`src/hw/branch_flag_pkg.sv`:
```
// shared constants and carrier types of the branch and flag-clear unit
// assumes a single 250 MHz clock domain and an APB master on that clock
package branch_flag_pkg;

    // ------------------------------------------------------------------
    // register map (byte addresses, one aligned 32-bit word each)
    // ------------------------------------------------------------------
    localparam int ADDR_W = 8;
    localparam int DATA_W = 32;
    localparam logic [7:0] REG_CMD = 8'h00;
    localparam logic [7:0] REG_STATUS = 8'h04;
    localparam logic [7:0] REG_PC = 8'h08;
    localparam logic [7:0] REG_BANK = 8'h0C;
    localparam logic [7:0] REG_ACC = 8'h10;
    localparam logic [7:0] REG_MEM = 8'h14;
    localparam logic [7:0] REG_OPND = 8'h18;
    localparam logic [7:0] REG_LAST = 8'h1C;

    // ------------------------------------------------------------------
    // processor status bit positions
    // ------------------------------------------------------------------
    localparam int PS_C = 0;
    localparam int PS_Z = 1;
    localparam int PS_I = 2;
    localparam int PS_D = 3;
    localparam int PS_X = 4;
    localparam int PS_M = 5;
    localparam int PS_V = 6;
    localparam int PS_N = 7;
    localparam logic [7:0] PS_RESET = 8'h04;

    // ------------------------------------------------------------------
    // operation codes written into the command register
    // ------------------------------------------------------------------
    localparam int OP_W = 4;
    localparam logic [3:0] OP_NOP = 4'h0;
    localparam logic [3:0] OP_BRANCH_IF_PLUS = 4'h1;
    localparam logic [3:0] OP_BRANCH_ALWAYS = 4'h2;
    localparam logic [3:0] OP_BRANCH_IF_OVERFLOW_CLEAR = 4'h3;
    localparam logic [3:0] OP_BRANCH_IF_OVERFLOW_SET = 4'h4;
    localparam logic [3:0] OP_MEMORY_BIT_CLEAR = 4'h5;
    localparam logic [3:0] OP_CARRY_CLEAR = 4'h6;
    localparam logic [3:0] OP_INTERRUPT_ENABLE = 4'h7;
    localparam logic [3:0] OP_WIDTH_CLEAR = 4'h8;
    localparam logic [3:0] OP_STATUS_BITS_CLEAR = 4'h9;
    localparam logic [3:0] OP_OVERFLOW_CLEAR = 4'hA;
    localparam logic [3:0] OP_COMPARE = 4'hB;

    // ------------------------------------------------------------------
    // field positions of the last-operation register
    // ------------------------------------------------------------------
    localparam int LAST_TAKEN = 0;
    localparam int LAST_ILLEGAL = 1;
    localparam int LAST_OP_LSB = 8;

    // ------------------------------------------------------------------
    // carriers and state
    // ------------------------------------------------------------------
    typedef struct packed {
        logic [7:0] paddr;
        logic psel;
        logic penable;
        logic pwrite;
        logic [31:0] pwdata;
    } apb_req_t;

    typedef struct packed {
        logic [31:0] prdata;
        logic pready;
        logic pslverr;
    } apb_rsp_t;

    typedef struct packed {
        logic [15:0] pc;
        logic [7:0] bank;
        logic [15:0] acc;
        logic [15:0] mem;
        logic [15:0] opnd;
        logic [7:0] ps;
        logic lastTaken;
        logic lastIllegal;
        logic [3:0] lastOp;
        logic [31:0] rdata;
    } core_state_t;

    localparam core_state_t STATE_RESET = '{
        pc: 16'h0000, bank: 8'h00, acc: 16'h0000, mem: 16'h0000,
        opnd: 16'h0000, ps: PS_RESET, lastTaken: 1'b0,
        lastIllegal: 1'b0, lastOp: OP_NOP, rdata: 32'h0000_0000
    };

endpackage

```
`src/hw/branch_flag_unit.sv`:
```
// execution unit for relative branches, flag clears, bit clear and compare
// assumes an APB master on ref_clk; software loads the operands, then
// writes an operation code into the command register to execute it
//
// The APB interface to the registers and the placing of the registers were decided locally.
`timescale 1ns/1ps
`default_nettype none

module branch_flag_unit
(
    input wire logic ref_clk,
    input wire logic arst_n,
    input wire branch_flag_pkg::apb_req_t apbReq,
    output var branch_flag_pkg::apb_rsp_t apbRsp
);
    import branch_flag_pkg::*;

    // ------------------------------------------------------------------
    // helper functions
    // ------------------------------------------------------------------

    // relative jump: returns {bank change, new pc}; bit 17 = step down,
    // bit 16 = step at all; the offset is a full 16-bit signed value
    function automatic logic [17:0] relJump(input logic [15:0] pc,
                                            input logic [15:0] offset);
        logic [16:0] sum;
        sum = {1'b0, pc} + {offset[15], offset};
        // with the offset sign-extended, bit 16 is set when the true sum
        // leaves 0..FFFF: a carry past FFFF forward or a borrow below
        // zero backward, so it marks a bank step in both directions
        relJump = {offset[15], sum[16], sum[15:0]};
    endfunction

    // compare flags {n, z, c} for accumulator minus memory at given width
    function automatic logic [2:0] cmpFlags(input logic [15:0] a,
                                            input logic [15:0] m,
                                            input logic narrow);
        logic [16:0] diff;
        logic [8:0] diff8;
        logic [2:0] flags;
        diff = {1'b0, a} - {1'b0, m};
        diff8 = {1'b0, a[7:0]} - {1'b0, m[7:0]};
        if (narrow)
        begin
            flags = {diff8[7], diff8[7:0] == 8'h00, ~diff8[8]};
        end
        else
        begin
            flags = {diff[15], diff[15:0] == 16'h0000, ~diff[16]};
        end
        cmpFlags = flags;
    endfunction

    // maps an address to its register, unmapped addresses give 1'b0
    function automatic logic isMapped(input logic [7:0] addr);
        case (addr)
            REG_CMD, REG_STATUS, REG_PC, REG_BANK,
            REG_ACC, REG_MEM, REG_OPND, REG_LAST: isMapped = 1'b1;
            default: isMapped = 1'b0;
        endcase
    endfunction

    // branch condition of an op code; codes that are not branches
    // never jump, so apart from a write to REG_PC the pc only moves through this decode
    function automatic logic branchTaken(input logic [3:0] op,
                                         input logic [7:0] ps);
        logic hit;
        hit = 1'b0;
        case (op)
            OP_BRANCH_IF_PLUS:
            begin
                hit = ~ps[PS_N];
            end
            OP_BRANCH_ALWAYS:
            begin
                hit = 1'b1;
            end
            OP_BRANCH_IF_OVERFLOW_CLEAR:
            begin
                hit = ~ps[PS_V];
            end
            OP_BRANCH_IF_OVERFLOW_SET:
            begin
                hit = ps[PS_V];
            end
            default:
            begin
                hit = 1'b0;
            end
        endcase
        branchTaken = hit;
    endfunction

    // status bits that a clear op zeroes; the execute step applies it
    // as an and-not, so every bit outside the mask keeps its value
    function automatic logic [7:0] clearMask(input logic [3:0] op,
                                             input logic [7:0] pattern);
        logic [7:0] mask;
        mask = 8'h00;
        case (op)
            OP_CARRY_CLEAR:
            begin
                mask[PS_C] = 1'b1;
            end
            OP_INTERRUPT_ENABLE:
            begin
                mask[PS_I] = 1'b1;
            end
            OP_WIDTH_CLEAR:
            begin
                mask[PS_M] = 1'b1;
            end
            OP_STATUS_BITS_CLEAR:
            begin
                mask = pattern;
            end
            OP_OVERFLOW_CLEAR:
            begin
                mask[PS_V] = 1'b1;
            end
            default:
            begin
                mask = 8'h00;
            end
        endcase
        clearMask = mask;
    endfunction

    // register read view; command word and holes read as zero
    function automatic logic [31:0] readWord(input logic [7:0] addr,
                                             input core_state_t s);
        logic [31:0] word;
        word = 32'h0000_0000;
        case (addr)
            REG_STATUS:
            begin
                word[7:0] = s.ps;
            end
            REG_PC:
            begin
                word[15:0] = s.pc;
            end
            REG_BANK:
            begin
                word[7:0] = s.bank;
            end
            REG_ACC:
            begin
                word[15:0] = s.acc;
            end
            REG_MEM:
            begin
                word[15:0] = s.mem;
            end
            REG_OPND:
            begin
                word[15:0] = s.opnd;
            end
            REG_LAST:
            begin
                word[LAST_TAKEN] = s.lastTaken;
                word[LAST_ILLEGAL] = s.lastIllegal;
                word[LAST_OP_LSB +: OP_W] = s.lastOp;
            end
            default:
            begin
                word = 32'h0000_0000;
            end
        endcase
        readWord = word;
    endfunction

    // ------------------------------------------------------------------
    // state
    // ------------------------------------------------------------------
    core_state_t stateQ;
    core_state_t stateD;
    logic setup;
    logic access;
    logic writeHit;
    logic [17:0] jump;
    logic [2:0] nzc;
    logic [3:0] opCode;
    logic branchGo;
    logic [7:0] flagMask;

    // bus phases; the slave never stalls, so access always completes
    assign setup = apbReq.psel & ~apbReq.penable;
    assign access = apbReq.psel & apbReq.penable;
    assign writeHit = access & apbReq.pwrite & isMapped(apbReq.paddr);
    assign opCode = apbReq.pwdata[OP_W - 1:0];
    assign jump = relJump(stateQ.pc, stateQ.opnd);
    assign nzc = cmpFlags(stateQ.acc, stateQ.mem, stateQ.ps[PS_M]);
    assign branchGo = branchTaken(opCode, stateQ.ps);
    assign flagMask = clearMask(opCode, stateQ.opnd[7:0]);

    // handshake is combinational; read data comes from the state flop;
    // one whole-struct assignment keeps a single driver on the port
    assign apbRsp = '{
        prdata: stateQ.rdata,
        pready: 1'b1,
        pslverr: access & ~isMapped(apbReq.paddr)
    };

    // ------------------------------------------------------------------
    // next-state logic: register writes, execution and read capture
    // ------------------------------------------------------------------
    always_comb
    begin
        stateD = stateQ;

        // read data is latched in the setup cycle so it is stable
        // for the whole access phase
        if (setup)
        begin
            stateD.rdata = readWord(apbReq.paddr, stateQ);
        end

        // plain register writes; upper bits of narrow registers drop
        if (writeHit)
        begin
            case (apbReq.paddr)
                REG_STATUS: stateD.ps = apbReq.pwdata[7:0];
                REG_PC: stateD.pc = apbReq.pwdata[15:0];
                REG_BANK: stateD.bank = apbReq.pwdata[7:0];
                REG_ACC: stateD.acc = apbReq.pwdata[15:0];
                REG_MEM: stateD.mem = apbReq.pwdata[15:0];
                REG_OPND: stateD.opnd = apbReq.pwdata[15:0];
                default: stateD.ps = stateQ.ps;
            endcase
        end

        // a command write executes one operation on the held operands
        if (writeHit && apbReq.paddr == REG_CMD)
        begin
            stateD.lastOp = opCode;
            stateD.lastTaken = 1'b0;
            stateD.lastIllegal = 1'b0;
            case (opCode)
                OP_NOP:
                begin
                    stateD.lastTaken = 1'b0;
                end
                OP_BRANCH_IF_PLUS:
                begin
                    stateD.lastTaken = branchGo;
                end
                OP_BRANCH_ALWAYS:
                begin
                    stateD.lastTaken = branchGo;
                end
                OP_BRANCH_IF_OVERFLOW_CLEAR:
                begin
                    stateD.lastTaken = branchGo;
                end
                OP_BRANCH_IF_OVERFLOW_SET:
                begin
                    stateD.lastTaken = branchGo;
                end
                OP_MEMORY_BIT_CLEAR:
                begin
                    // at 8-bit width the upper byte is not part of the
                    // operand and so it is never touched
                    if (stateQ.ps[PS_M])
                    begin
                        stateD.mem[7:0] = stateQ.mem[7:0]
                            & ~stateQ.opnd[7:0];
                    end
                    else
                    begin
                        stateD.mem = stateQ.mem & ~stateQ.opnd;
                    end
                end
                OP_CARRY_CLEAR:
                begin
                    stateD.ps = stateQ.ps & ~flagMask;
                end
                OP_INTERRUPT_ENABLE:
                begin
                    stateD.ps = stateQ.ps & ~flagMask;
                end
                OP_WIDTH_CLEAR:
                begin
                    stateD.ps = stateQ.ps & ~flagMask;
                end
                OP_STATUS_BITS_CLEAR:
                begin
                    // pattern is the second instruction byte, kept in
                    // the low byte of the operand register
                    stateD.ps = stateQ.ps & ~flagMask;
                end
                OP_OVERFLOW_CLEAR:
                begin
                    stateD.ps = stateQ.ps & ~flagMask;
                end
                OP_COMPARE:
                begin
                    // accumulator stays as is; only flags change
                    stateD.ps[PS_N] = nzc[2];
                    stateD.ps[PS_Z] = nzc[1];
                    stateD.ps[PS_C] = nzc[0];
                end
                default:
                begin
                    stateD.lastIllegal = 1'b1;
                end
            endcase

            // a taken branch moves pc; a carry or borrow out of the
            // 16-bit counter steps the program bank register
            if (stateD.lastTaken)
            begin
                stateD.pc = jump[15:0];
                if (jump[16] && !jump[17])
                begin
                    stateD.bank = stateQ.bank + 8'h01;
                end
                else if (jump[16] && jump[17])
                begin
                    stateD.bank = stateQ.bank - 8'h01;
                end
            end
        end
    end

    // ------------------------------------------------------------------
    // state register
    // ------------------------------------------------------------------
    always_ff @(posedge ref_clk or negedge arst_n)
    begin
        if (!arst_n)
        begin
            stateQ <= STATE_RESET;
        end
        else
        begin
            stateQ <= stateD;
        end
    end

endmodule

`default_nettype wire

```
`config.mk`:
```
export PLATFORM = sky130hd
export DESIGN_NAME = branch_flag_unit
export DESIGN_NICKNAME = d
export VERILOG_FILES = /design/src/hw/branch_flag_pkg.sv /design/src/hw/branch_flag_unit.sv
export SDC_FILE = /design/constraint.sdc
export NUM_CORES = 1
export LEC_CHECK = 0
export BUFFER_PORTS_ARGS = -buffer_cell sky130_fd_sc_hd__buf_4
export CORE_MARGIN = 2
export CORE_UTILIZATION = 50
export CTS_CLUSTER_SIZE = 24
export DETAILED_ROUTE_END_ITERATION = 16
export HOLD_SLACK_MARGIN = 0.02
export PLACE_DENSITY = 0.78
export SETUP_SLACK_MARGIN = 0.4
export SYNTH_ARGS = -nofsm -noshare
export SYNTH_HDL_FRONTEND = slang
export SYNTH_SLANG_ARGS = --single-unit
```
`constraint.sdc`:
```
create_clock -name ref_clk -period 3.6 [get_ports ref_clk]
set_clock_uncertainty 0.05 [all_clocks]
set_input_delay 0.36 -clock ref_clk [delete_from_list [all_inputs] [get_ports ref_clk]]
set_output_delay 0.36 -clock ref_clk [all_outputs]
set_load 0.005 [all_outputs]
```
==> results.cfg <==
[finish]
drive_gt1_share_pct = 17.1
fin_util_pct = 56.2
final_nets = 884
final_common_cell = nand2_1
layout_common_cells = 114 x nand2_1, 101 x dfrtp_1, 66 x o21ai_0, 59 x buf_4, 38 x mux2_2
area_growth_pct = 9.47
diodes = 0

[worst_setup_path]
required_ns = 3.81
setup.worst_path.class = reg2reg
crit_arrival_ns = 3.21
worstSetupEndpointType = flip-flop
crit_path_start_kind = flip-flop
worstPathMaxFanout = 11
cp-startpoint = stateQ[46]$_DFFE_PN0P_
r2r_slack_ns = 0.60
r2r.worst_path.cells = 11
reg2reg_from = stateQ[46]$_DFFE_PN0P_

[floorplan]
rows = 43
start_util_pct = 51.4
die_h_microns = 124
fp.coreArea_sq_mm = 0.0139
die_area_sq_mm = 0.0153
ios = 79
die_x_microns = 124

[timing]
clock.fmax_mhz = 333
fin_crit_ns = 3.00
setup_slack_ns = 0.597
slew_headroom_pct = 45.4
rsz0062_at_grt = false
hold_viol = 0
period_share_pct = 83.4
setup_viol = 0
slew_viol_final = 0
tightest_slew_ns = 0.815
finalSetupTns_ns = 0

[drt]
wl_per_cell_microns = 19.4
vias = 6133
drt_iter0_drc = 679
vias_per_cell = 6.20
drc_errors = 0
antenna_left = 0
drt_pass1_iterations = 6
routed_wl_microns = 19200

[global_routing]
grt_pass1_vias = 5901
track_usage_pct = 26.5
grt_max_degree = 57
grt_pass1_wl_microns = 30900
antenna_found_initial = 0
globalRoute.totalOverflow = 0

[clock_network]
clk_root_buffer_cell = clkbuf_16
cts_sinks = 102
cts.reportedPaths.clkPinSlew_ns = 0.07
clockBufferDepth = 2
htree_levels = 3
cts_inserted_buffers = 9
cts_tree = built
clk_latency_ns = 0.36

[synthesis]
synth_area_sq_mm = 0.00716
synth_cell_types = 73
avgSynthCellArea_sq_um = 9.04
synth_flop_cell = dfrtp_1
yosysWarnings = 0
ys_seq_area_share_pct = 35.7
synthArstFlopShare_pct = 100
synthCells = 792
synth_seq_cells = 102
synth_edf_count = 0

[job]
cap_violations = 0

[worst_hold_path]
min_from = apbReq[10]
hold_path_class = in2reg
min_path_cells = 3

[place]
pre_cts_slack_ns = 0.516
portBuffers = 45
dp_hpwl_microns = 13600
routabilityCongestion = 0.918

[status]
status = completed

[power]
power_leakage_nw = 3.87
irDropWorstVdd_v = 0.000272
p_per_area_mw_per_mm2 = 304
## per-layer routing
layer | up-vias | global-route usage [%] | share of wire [%]
met1 | 2949 | 34.8 | 42
met4 | 0 | 11.0 | 3.3
li1 | 2848 | - | -
met5 | - | 0 | 0
met2 | 285 | 43.4 | 48
met3 | 51 | 4.53 | 6.6
## layout make-up
type	instances	area [sq um]
multi-input combinational	604	4150
inverter	26	97.6
timing repair buffer	61	473
tap	180	225
clock inverter	4	77.6
clock buffer	12	256
sequential	102	2550
fill	1257	6100
## cell usage after synthesis, types with 8 or more instances
master      n  area, sq um
o21ai_0    66          330
a221oi_1   12          105
clkbuf_1   30          113
nand3_1    15         75.1
mux2i_1    30          300
xnor2_1    17          149
mux2_2     38          428
inv_1      26         97.6
xor2_1     15          131
buf_4      34          255
nor3_1     25          125
a21oi_1    34          170
and3_1     12         75.1
nand2_1   114          428
dfrtp_1   101         2530
ha_1       34          425
nor4_1     11         68.8
nor2_1     29          109
a22oi_1    10         75.1
a21o_1     12         90.1
buf_2       8         40.0
nor2b_1    10         62.6
o22ai_1     8         50.1
## critical path: stages (launching register included)
cell      delay, ns
dfrtp_1        0.44
ha_1           0.25
fa_1           0.43
a211oi_2       0.36
o21a_1         0.21
o211ai_1       0.18
a41oi_2        0.22
buf_4          0.21
nor2_1         0.09
a22oi_1        0.18
nor2_1         0.06
a221oi_1       0.22
## power breakdown
group / switching (mW) / total, mW / internal, mW
logic: 0.0894 / 0.131 / 0.0415
registers: 0.000916 / 1.15 / 1.15
clock network: 0.452 / 1.10 / 0.652
## registers in the layout, indices dropped and copies added, names as in the netlist
register,cells
jump,1
stateQ,85
apbRsp,16
## repair_timing
item,CTS,global route
hold buffers,1,0
resized for setup,0,2
hold endpoints to repair,46,0
buffers inserted,0,5
setup endpoints to repair,0,8
## worst paths after layout
check,end
setup reg to reg,stateQ[98]$_DFF_PN0_
min in group asynchronous,stateQ[91]$_DFFE_PN0P_
setup / recovery,stateQ[98]$_DFF_PN0_
hold reg to reg,apbRsp[15]$_DFFE_PN0P_
hold / removal,stateQ[72]$_DFF_PN0_
max in group asynchronous,stateQ[40]$_DFF_PN1_
## stage by stage
| stage | area [sq um] | total power [mW] | instances | hold WS, ns |
|---|---|---|---|---|
| 6_report | 7840 | 2.38 | 989 | 0.190 |
| 5_1_grt | 7840 | 2.46 | 989 | 0.198 |
| 4_1_cts | 7790 | 2.40 | 984 | 0.184 |
| 3_5_place_dp | 7440 | 1.30 | 967 | 0.369 |
| 3_3_place_gp | 7440 | 1.30 | 967 | 0.365 |
| 2_1_floorplan | 7220 | 1.24 | 807 | 0.0144 |
## cells by family after synthesis
logic type               after synthesis  share of synthesized area (%)
AND/OR/NAND/NOR                      253                           17.4
AO/OA/AOI/OAI                        194                           17.5
flip-flops                           102                           35.7
buffers and inverters                101                           7.34
multiplexers                          73                           11.8
adder cells (fa/ha/maj)               35                           6.22
XOR/XNOR                              32                           3.91
other                                  2                          0.105
Power figures use the tool's default switching activity.
